--- src/rtl/fte_consts.vh ---
/*
  Shared constants of the 100 Mb/s transmit coding path: code-groups,
  FIFO entry layout, scrambler and line-code settings.
  Assumes inclusion by its bare name from design, checker and bench files.
*/
`ifndef FTE_CONSTS_VH
`define FTE_CONSTS_VH

// ----------------------------------------------------------------
// Code-groups, sent MSB first
// ----------------------------------------------------------------
`define FTE_CG_IDLE 5'h1f
`define FTE_CG_J 5'h18
`define FTE_CG_K 5'h11
`define FTE_CG_T 5'h0d
`define FTE_CG_R 5'h07
`define FTE_CG_H 5'h04
`define FTE_NIB_PRE 4'h5

// ----------------------------------------------------------------
// FIFO entry {last, error, nibble}
// ----------------------------------------------------------------
`define FTE_FIFO_DEPTH 8
`define FTE_FIFO_AW 3
`define FTE_ENT_W 6
`define FTE_ENT_LAST 5
`define FTE_ENT_ERR 4

// ----------------------------------------------------------------
// Serialiser, scrambler and MLT-3
// ----------------------------------------------------------------
`define FTE_BIT_LAST 3'h4
`define FTE_SCR_TAP_A 10
`define FTE_SCR_TAP_B 8
`define FTE_SEED_WAIT 2'h3
`define FTE_MLT_POS 2'h1
`define FTE_MLT_NEG 2'h3

`endif

--- src/rtl/fte_fifo.v ---
/*
  Synchronous FIFO with valid/ready on both sides, flip-flop storage.
  Assumes one clock and an asynchronous active-high reset.
*/
`timescale 1ns/1ps
module fte_fifo #(
  parameter WIDTH = 6,
  parameter DEPTH = 8,
  parameter AW = 3
) (
  // Clock and reset
  input wire sys_clk_i,
  input wire rst_i,
  // Filling side
  input wire in_valid_i,
  output wire in_ready_o,
  input wire [WIDTH-1:0] in_data_i,
  // Draining side
  output wire out_valid_o,
  input wire out_ready_i,
  output wire [WIDTH-1:0] out_data_o
);
  reg [WIDTH-1:0] mem [0:DEPTH-1];
  reg [AW-1:0] wr_ptr;
  reg [AW-1:0] rd_ptr;
  reg [AW:0] count;
  reg full;
  reg not_full;
  reg empty;
  reg [AW:0] next_count;
  wire push;
  wire pop;

  assign push = in_valid_i & ~full;
  assign pop = out_ready_i & ~empty;
  assign in_ready_o = not_full; // Ready comes straight from a flop
  assign out_valid_o = ~empty;
  assign out_data_o = mem[rd_ptr];

  // Occupancy after this cycle
  always @* begin
    next_count = count;
    if (push & ~pop)
      next_count = count + 1'b1;
    else if (pop & ~push)
      next_count = count - 1'b1;
  end

  // Pointers and registered full/empty flags
  always @(posedge sys_clk_i or posedge rst_i) begin
    if (rst_i) begin
      wr_ptr <= {AW{1'b0}};
      rd_ptr <= {AW{1'b0}};
      count <= {(AW+1){1'b0}};
      full <= 1'b0;
      not_full <= 1'b1;
      empty <= 1'b1;
    end else begin
      if (push)
        wr_ptr <= (wr_ptr == DEPTH - 1) ? {AW{1'b0}} : wr_ptr + 1'b1;
      if (pop)
        rd_ptr <= (rd_ptr == DEPTH - 1) ? {AW{1'b0}} : rd_ptr + 1'b1;
      count <= next_count;
      full <= (next_count == DEPTH);
      not_full <= (next_count != DEPTH);
      empty <= (next_count == {(AW+1){1'b0}});
    end
  end

  // Storage, written per entry
  genvar gi;
  generate
    for (gi = 0; gi < DEPTH; gi = gi + 1) begin : g_ent
      always @(posedge sys_clk_i) begin
        if (push && wr_ptr == gi)
          mem[gi] <= in_data_i;
      end
    end
  endgenerate
endmodule // fte_fifo

--- src/rtl/fte_tx_coder.v ---
/*
  100 Mb/s transmit coding path: MII nibble intake with error forwarding,
  4B/5B encoding with delimiters and IDLE fill, serialiser, scrambler,
  NRZI and MLT-3 coding, plus the 5B/4B receive interpretation.
  Assumes the MAC and the code-group receive source run on sys_clk_i;
  the PHY address strap and the forwarding-off control are pins.
*/
`timescale 1ns/1ps
`include "fte_consts.vh"
module fte_tx_coder (
  // Clock and reset
  input wire sys_clk_i,
  input wire rst_i,
  // Straps and control pins
  input wire [4:0] phy_addr_i,
  input wire err_fwd_off_i,
  // MII transmit from the MAC
  input wire [3:0] mii_txd_i,
  input wire mii_tx_en_i,
  input wire mii_tx_er_i,
  output wire tx_ready_o,
  // Line side
  output reg [4:0] tx_code_o,
  output reg tx_scr_bit_o,
  output reg tx_nrzi_o,
  output reg tx_mlt3_pos_o,
  output reg tx_mlt3_neg_o,
  // Code-groups to interpret
  input wire [4:0] rx_code_i,
  input wire rx_code_valid_i,
  // MII-style receive results
  output reg [3:0] rx_nibble_o,
  output reg rx_nibble_valid_o,
  output reg rx_dv_o,
  output reg rx_er_o,
  output reg rx_crs_o
);
  // One-hot encoder states: what the next code-group load will send
  localparam [4:0] ST_IDLE = 5'h01;
  localparam [4:0] ST_SSD2 = 5'h02;
  localparam [4:0] ST_DATA = 5'h04;
  localparam [4:0] ST_ESD1 = 5'h08;
  localparam [4:0] ST_ESD2 = 5'h10;

  // ----------------------------------------------------------------
  // Code tables
  // ----------------------------------------------------------------
  // Data code-groups for nibbles F down to 0, five bits each
  localparam [79:0] ENC_TAB = {5'h1d, 5'h1c, 5'h1b, 5'h1a, 5'h17, 5'h16, 5'h13, 5'h12,
    5'h0f, 5'h0e, 5'h0b, 5'h0a, 5'h15, 5'h14, 5'h09, 5'h1e};
  function [4:0] fte_enc;
    input [3:0] nib;
    begin
      fte_enc = ENC_TAB[nib*5 +: 5];
    end
  endfunction
  // Reverse lookup: bit 4 flags a data code-group
  function [4:0] fte_dec;
    input [4:0] cg;
    integer k;
    reg [4:0] r;
    begin
      r = 5'h00;
      for (k = 0; k < 16; k = k + 1) begin
        if (fte_enc(k[3:0]) == cg)
          r = {1'b1, k[3:0]};
      end
      fte_dec = r;
    end
  endfunction

  // ----------------------------------------------------------------
  // Pin synchronisers
  // ----------------------------------------------------------------
  reg [4:0] addr_s1;
  reg [4:0] addr_s2;
  reg fwd_off_s1;
  reg fwd_off_s2;
  // Two flops per pin; reset leaves forwarding enabled
  always @(posedge sys_clk_i or posedge rst_i) begin
    if (rst_i) begin
      {addr_s1, addr_s2} <= 10'h000;
      {fwd_off_s1, fwd_off_s2} <= 2'h0;
    end else begin
      addr_s1 <= phy_addr_i;
      addr_s2 <= addr_s1;
      fwd_off_s1 <= err_fwd_off_i;
      fwd_off_s2 <= fwd_off_s1;
    end
  end

  // ----------------------------------------------------------------
  // MII intake and error forwarding
  // ----------------------------------------------------------------
  reg [3:0] hold_nib;
  reg hold_er;
  reg hold_vld;
  reg odd_cnt;
  reg ext_pend;
  reg push_vld;
  reg [5:0] push_data;
  wire fifo_in_ready;
  wire fifo_out_valid;
  wire [5:0] fifo_out_data;
  wire fifo_pop;
  // One nibble held back so the last one can be marked on enable fall
  always @* begin
    push_vld = 1'b0;
    push_data = {1'b0, hold_er, hold_nib};
    if (ext_pend) begin
      push_vld = 1'b1;
      push_data = {1'b1, 1'b1, 4'h0}; // Extension cycle acts as an error
    end else if (mii_tx_en_i) begin
      push_vld = hold_vld;
    end else if (hold_vld) begin
      push_vld = 1'b1;
      // Last nibble, unless an error nibble still follows
      push_data[`FTE_ENT_LAST] = ~(odd_cnt & ~fwd_off_s2);
    end
  end
  // Hold stage, nibble parity and pending extension
  always @(posedge sys_clk_i or posedge rst_i) begin
    if (rst_i) begin
      hold_nib <= 4'h0;
      {hold_er, hold_vld, odd_cnt, ext_pend} <= 4'h0;
    end else if (fifo_in_ready) begin
      if (ext_pend) begin
        ext_pend <= 1'b0;
      end else if (mii_tx_en_i) begin
        hold_nib <= mii_txd_i;
        hold_er <= mii_tx_er_i;
        hold_vld <= 1'b1;
        odd_cnt <= ~odd_cnt;
      end else if (hold_vld) begin
        hold_vld <= 1'b0;
        odd_cnt <= 1'b0;
        ext_pend <= odd_cnt & ~fwd_off_s2;
      end
    end
  end

  // Eight-entry buffer between MII rate and code-group rate
  fte_fifo #(
    .WIDTH(`FTE_ENT_W),
    .DEPTH(`FTE_FIFO_DEPTH),
    .AW(`FTE_FIFO_AW)
  ) u_fifo (
    .sys_clk_i(sys_clk_i),
    .rst_i(rst_i),
    .in_valid_i(push_vld),
    .in_ready_o(fifo_in_ready),
    .in_data_i(push_data),
    .out_valid_o(fifo_out_valid),
    .out_ready_i(fifo_pop),
    .out_data_o(fifo_out_data)
  );
  assign tx_ready_o = fifo_in_ready;

  // ----------------------------------------------------------------
  // Code-group encoder and serialiser
  // ----------------------------------------------------------------
  reg [4:0] state;
  reg [4:0] next_state;
  reg [4:0] next_code;
  reg pop_req;
  reg [2:0] bit_cnt;
  reg [4:0] shreg;
  wire load;

  assign load = (bit_cnt == `FTE_BIT_LAST);
  assign fifo_pop = load & pop_req;

  // Choice of the next code-group
  always @* begin
    next_state = state;
    next_code = `FTE_CG_IDLE;
    pop_req = 1'b0;
    case (state)
      ST_IDLE: begin
        if (fifo_out_valid) begin
          next_code = `FTE_CG_J; // First preamble nibble replaced
          pop_req = 1'b1;
          next_state = ST_SSD2;
        end
      end
      ST_SSD2: begin
        next_code = `FTE_CG_K; // Second preamble nibble replaced
        pop_req = fifo_out_valid;
        next_state = ST_DATA;
      end
      ST_DATA: begin
        next_code = `FTE_CG_H; // Underrun or error entry is sent as H
        if (fifo_out_valid) begin
          pop_req = 1'b1;
          if (!fifo_out_data[`FTE_ENT_ERR])
            next_code = fte_enc(fifo_out_data[3:0]);
          if (fifo_out_data[`FTE_ENT_LAST])
            next_state = ST_ESD1;
        end
      end
      ST_ESD1: begin
        next_code = `FTE_CG_T;
        next_state = ST_ESD2;
      end
      ST_ESD2: begin
        next_code = `FTE_CG_R;
        next_state = ST_IDLE;
      end
      default: begin
        next_state = ST_IDLE;
      end
    endcase
  end

  // Shift out MSB first, reload every fifth clock
  always @(posedge sys_clk_i or posedge rst_i) begin
    if (rst_i) begin
      state <= ST_IDLE;
      bit_cnt <= `FTE_BIT_LAST;
      shreg <= `FTE_CG_IDLE;
      tx_code_o <= `FTE_CG_IDLE;
    end else if (load) begin
      state <= next_state;
      bit_cnt <= 3'h0;
      shreg <= next_code;
      tx_code_o <= next_code;
    end else begin
      bit_cnt <= bit_cnt + 3'h1;
      shreg <= {shreg[3:0], 1'b0};
    end
  end

  // ----------------------------------------------------------------
  // Scrambler, NRZI and MLT-3
  // ----------------------------------------------------------------
  reg [10:0] lfsr;
  reg [1:0] seed_wait;
  reg [1:0] mlt_phase;
  reg [1:0] next_phase;
  wire scr_bit;

  assign scr_bit = shreg[4] ^ lfsr[`FTE_SCR_TAP_A];

  // MLT-3 phase steps on each one bit, holds on zero
  always @* begin
    next_phase = mlt_phase;
    if (scr_bit)
      next_phase = mlt_phase + 2'h1;
  end

  // Seed reloaded from the synchronised address until it has settled
  always @(posedge sys_clk_i or posedge rst_i) begin
    if (rst_i) begin
      lfsr <= 11'h001;
      seed_wait <= 2'h0;
    end else if (seed_wait != `FTE_SEED_WAIT) begin
      seed_wait <= seed_wait + 2'h1;
      lfsr <= {addr_s2, ~addr_s2, 1'b1};
    end else begin
      lfsr <= {lfsr[9:0], lfsr[`FTE_SCR_TAP_A] ^ lfsr[`FTE_SCR_TAP_B]};
    end
  end

  // Line coding registers
  always @(posedge sys_clk_i or posedge rst_i) begin
    if (rst_i) begin
      {tx_scr_bit_o, tx_nrzi_o, tx_mlt3_pos_o, tx_mlt3_neg_o} <= 4'h0;
      mlt_phase <= 2'h0;
    end else begin
      tx_scr_bit_o <= scr_bit;
      tx_nrzi_o <= tx_nrzi_o ^ scr_bit;
      mlt_phase <= next_phase;
      tx_mlt3_pos_o <= (next_phase == `FTE_MLT_POS);
      tx_mlt3_neg_o <= (next_phase == `FTE_MLT_NEG);
    end
  end

  // ----------------------------------------------------------------
  // Receive code-group interpretation
  // ----------------------------------------------------------------
  reg [4:0] prev_code;
  reg in_frame;
  reg t_pend;
  wire [4:0] dec;

  assign dec = fte_dec(rx_code_i);

  // Delimiter checks and data decode, one result per code-group
  always @(posedge sys_clk_i or posedge rst_i) begin
    if (rst_i) begin
      prev_code <= `FTE_CG_IDLE;
      {in_frame, t_pend} <= 2'h0;
      rx_nibble_o <= 4'h0;
      {rx_nibble_valid_o, rx_dv_o, rx_er_o, rx_crs_o} <= 4'h0;
    end else begin
      rx_nibble_valid_o <= 1'b0;
      if (rx_code_valid_i) begin
        prev_code <= rx_code_i;
        rx_er_o <= 1'b0;
        if (t_pend) begin
          t_pend <= 1'b0;
          in_frame <= 1'b0;
          rx_dv_o <= 1'b0;
          rx_crs_o <= 1'b0;
          rx_er_o <= (rx_code_i != `FTE_CG_R);
        end else if (rx_code_i == `FTE_CG_J) begin
          if (prev_code == `FTE_CG_IDLE && !in_frame) begin
            in_frame <= 1'b1;
            rx_crs_o <= 1'b1;
            rx_dv_o <= 1'b1;
            rx_nibble_o <= `FTE_NIB_PRE;
            rx_nibble_valid_o <= 1'b1;
          end else begin
            rx_er_o <= 1'b1;
          end
        end else if (rx_code_i == `FTE_CG_K) begin
          if (prev_code == `FTE_CG_J && in_frame) begin
            rx_nibble_o <= `FTE_NIB_PRE;
            rx_nibble_valid_o <= 1'b1;
          end else begin
            rx_er_o <= 1'b1;
          end
        end else if (rx_code_i == `FTE_CG_T) begin
          t_pend <= 1'b1; // Judged when the next code-group arrives
        end else if (rx_code_i == `FTE_CG_R) begin
          rx_er_o <= 1'b1;
        end else if (rx_code_i == `FTE_CG_IDLE) begin
          if (in_frame) begin
            rx_er_o <= 1'b1;
            in_frame <= 1'b0;
            rx_dv_o <= 1'b0;
            rx_crs_o <= 1'b0;
          end
        end else if (in_frame) begin
          rx_nibble_o <= dec[3:0];
          rx_nibble_valid_o <= 1'b1;
          rx_er_o <= ~dec[4];
        end
      end
    end
  end
endmodule // fte_tx_coder

--- config.mk ---
export PLATFORM = sky130hd
export DESIGN_NAME = fte_tx_coder
export DESIGN_NICKNAME = d
export VERILOG_FILES = /design/src/rtl/fte_fifo.v /design/src/rtl/fte_tx_coder.v
export VERILOG_INCLUDE_DIRS = /design/src /design/src/rtl
export SDC_FILE = /design/constraint.sdc
export NUM_CORES = 1
export LEC_CHECK = 0
export BUFFER_PORTS_ARGS = -buffer_cell sky130_fd_sc_hd__buf_2
export CORE_MARGIN = 1.5
export CORE_UTILIZATION = 60
export DETAILED_ROUTE_END_ITERATION = 12
export GPL_ROUTABILITY_DRIVEN = 0
export GPL_TIMING_DRIVEN = 0
export HOLD_SLACK_MARGIN = 0.02
export PLACE_DENSITY = 0.9
export SETUP_SLACK_MARGIN = 0.4
export SLEW_MARGIN = 20
export SYNTH_ARGS = -nofsm -noshare
export SYNTH_HDL_FRONTEND = slang
export SYNTH_SLANG_ARGS = --single-unit
--- constraint.sdc ---
create_clock -name sys_clk_i -period 3.86 [get_ports sys_clk_i]
set_clock_uncertainty 0.1 [all_clocks]
set_input_delay 0.772 -clock sys_clk_i [delete_from_list [all_inputs] [get_ports sys_clk_i]]
set_output_delay 0.772 -clock sys_clk_i [all_outputs]
set_load 0.01 [all_outputs]
==> flow_summary.toml <==
[power_and_ir_drop]
ir_drop_v = 0.000450
power.density_nw_per_um2 = 832
power.leakage_nw = 2.85

[yosys]
yosysTopAreaCell = "dfrtp_1"
netlist.area_leader.share = 0.265
synth_flop_cell = "dfrtp_1"
yosysWarnings = 0
avgSynthCellArea_um2 = 12.7
seq_area_frac_synth = 0.591
synth.area.top_cells = "dfrtp_1 27%, edfxtp_1 24%, dfstp_2 8.7%, mux4_2 4.9%, mux2_2 4.5%"
syn_nets = 508
syn_inst = 475
synth_seq_cells = 132
synth_area_um2 = 6030
synthArstFlopShare = 0.636
synth_edf_count = 48
yosysUniqueCellTypes = 65

[floorplanning]
io_pins = 38
fp-row-count = 36
die_w_um = 103
initial_core_util = 0.617
die_h_um = 103
dieArea_um2 = 10700
core_um2 = 9770

[routing]
first_pass_iters = 6
antenna_left = 0
drt_iter0_drc = 343
wl_per_cell_um = 19.5
drt-total-wl_um = 13100
vias = 4212
routed_via_density = 6.24
route.detailed.drc = 0

[critical_path]
crit_fanout = 10
end_kind = "register"
slowest_delay_ns = 0.68
crit_required_ns = 4.22
cp_slowest_cell = "o21bai_1"
crit_chain = "o21bai_1 -> a211oi_1 -> a211oi_1 -> a221o_1 -> o2111a_1"
cp.arrival_ns = 2.95
crit_top_cell = "a211oi_1"
start_kind = "register"
rrSetupSlack_ns = 1.27
criticalPathCategory = "reg2reg"

[sta]
fmax_mhz = 387
finalSetupViolCount = 0
finalHoldViolations = 0
whs_ns = 0.174
min_period_ns = 2.59
relSlewSlack = 0.440
setup-tns-final_ns = 0
post-route-period-util = 0.670
drv_slew = 0
rsz0062_at_grt = "no"
max_slew.worst_pin.slew_ns = 0.839

[clock_network]
cts_root_buffer = "clkbuf_8"
cts_tree = "yes"
clkLatencyLatePin_ns = 0.53
post_cts_buffers = 0
ctsHtreeMaxLevel = 4
cts.sinks = 132
cts_buffers = 17
clkSlewWorstSetupHoldPaths_ns = 0.07
clk_path_buf_depth = 2
cts-resized-gates = 0
hold_buffers = 0

[placement]
port_buffers = 34
dp_hpwl_um = 7900

[status]
status = "complete, no violations"

[global_routing]
grt_antenna_before_repair = 0
grt_pass1_vias = 4114
track_usage = 0.266
grt_first_pass_wirelength_um = 20700
overflow = 0
grt_start_max_net_pins = 45

[min_path]
hold_class = "in2async"

[cells_and_area]
ff_latch_area_um2 = 3570
multi_input_area_um2 = 2270
antenna_cells = 0
fillers = 616
drive_above_1_share = 0.264
fin_nets = 562
areaGrowthSynthToFinish_pct = 15.3

[job]
drv_cap = 0
[cell usage in the layout, fill, tap and decap left out, drive strengths merged, types with 4 or more instances in the layout]
master	n
or3	5
nand3	6
a211oi	9
ha	13
xnor2	6
dfrtp	64
mux2i	5
nor2b	8
clkbuf	38
nor3	16
o21ai	30
nor2	27
and3	9
dfstp	20
nor4b	4
nand2	34
o31ai	4
a221oi	4
and2	6
inv	27
mux4	13
o21a	6
mux2	25
a21oi	8
xor2	8
nand2b	10
buf	40
clkinv	6
edfxtp	48
a21o	4
[area by class of cell]
class | instances | area share
Timing Repair Buffer | 35 | 0.0273
Tap cell | 133 | 0.0239
Clock buffer | 18 | 0.0615
Multi-Input combinational cell | 298 | 0.327
Inverter | 20 | 0.0111
Buffer | 25 | 0.0167
Sequential cell | 132 | 0.513
Clock inverter | 14 | 0.0198
[kinds of logic (layout without fill, tap and decap cells)]
family                   Yosys count  after routing  share of synthesized area
flip-flops                       132            132                      0.591
AO/OA/AOI/OAI                     87             87                      0.101
XOR/XNOR                          14             14                     0.0203
adder cells (fa/ha/maj)           13             13                     0.0270
AND/OR/NAND/NOR                  141            141                      0.125
multiplexers                      43             43                      0.103
buffers and inverters             45            112                     0.0317
[registers in the layout, indices dropped and copies added (netlist names), 3 cells and up]
register       flops
u_fifo.mem        48
lfsr              11
addr_s1            5
addr_s2            5
prev_code          5
shreg              5
state              5
tx_code_o          5
hold_nib           4
rx_nibble_o        4
u_fifo.count       4
bit_cnt            3
u_fifo.rd_ptr      3
u_fifo.wr_ptr      3
[synthesized netlist by cell type (3+ instances only)]
| cell type | n |
|---|---|
| dfrtp_1 | 64 |
| edfxtp_1 | 48 |
| nand2_1 | 34 |
| o21ai_0 | 29 |
| nor2_1 | 27 |
| mux2_2 | 24 |
| dfstp_2 | 20 |
| inv_1 | 20 |
| clkbuf_1 | 19 |
| ha_1 | 13 |
| mux4_2 | 13 |
| nor3_1 | 12 |
| nand2b_1 | 10 |
| a211oi_1 | 9 |
| a21oi_1 | 8 |
| and3_1 | 8 |
| nor2b_1 | 8 |
| xor2_1 | 8 |
| and2_1 | 6 |
| nand3_1 | 6 |
| o21a_1 | 6 |
| xnor2_1 | 6 |
| mux2i_1 | 5 |
| or3_1 | 5 |
| a21o_1 | 4 |
| nor3_2 | 4 |
| nor4b_1 | 4 |
| a221oi_1 | 3 |
| nand3b_1 | 3 |
| nand4_1 | 3 |
| o31ai_1 | 3 |
| o32ai_1 | 3 |
[final timing paths]
kind,startpoint,to,depth (start not counted)
hold reg to reg,addr_s1[2],addr_s2[2],0
hold / removal,rst_i,lfsr[1],2
min in group sys_clk_i,err_fwd_off_i,fwd_off_s1,1
setup / recovery,hold_vld,u_fifo.full,5
setup reg to reg,hold_vld,u_fifo.full,5
max in group asynchronous,rst_i,state[0],3
[power breakdown]
| group | internal, mW | switching (mW) |
|---|---|---|
| Combinational | 0.861 | 1.24 |
| Clock | 0.888 | 0.646 |
| Sequential | 1.94 | 0.218 |
[layer usage]
layer | global-route usage | vias up | wire [um]
met5 | 0 | - | 0
met1 | 0.333 | 2091 | 5230
met4 | 0.119 | 0 | 400
met2 | 0.443 | 219 | 6760
met3 | 0.0659 | 46 | 761
li1 | - | 1856 | -
[worst max-delay path: cells and delay by family, from the launching register on]
family,cells,cell delay [ns]
compound gates,5,1.99
flops,1,0.42
[per-stage QoR]
stage	setup slack [ns]	power, mW	instances	utilization	instance area [um2]
2_1_floorplan	0.856	3.62	475	-	6030
3_3_place_gp	0.0755	3.99	642	0.652	6370
3_5_place_dp	1.26	4.13	643	0.654	6390
4_1_cts	1.35	5.75	675	0.712	6960
5_1_grt	1.16	6.08	675	0.712	6960
6_report	1.27	5.79	675	0.712	6960
Power figures use the tool's default switching activity.
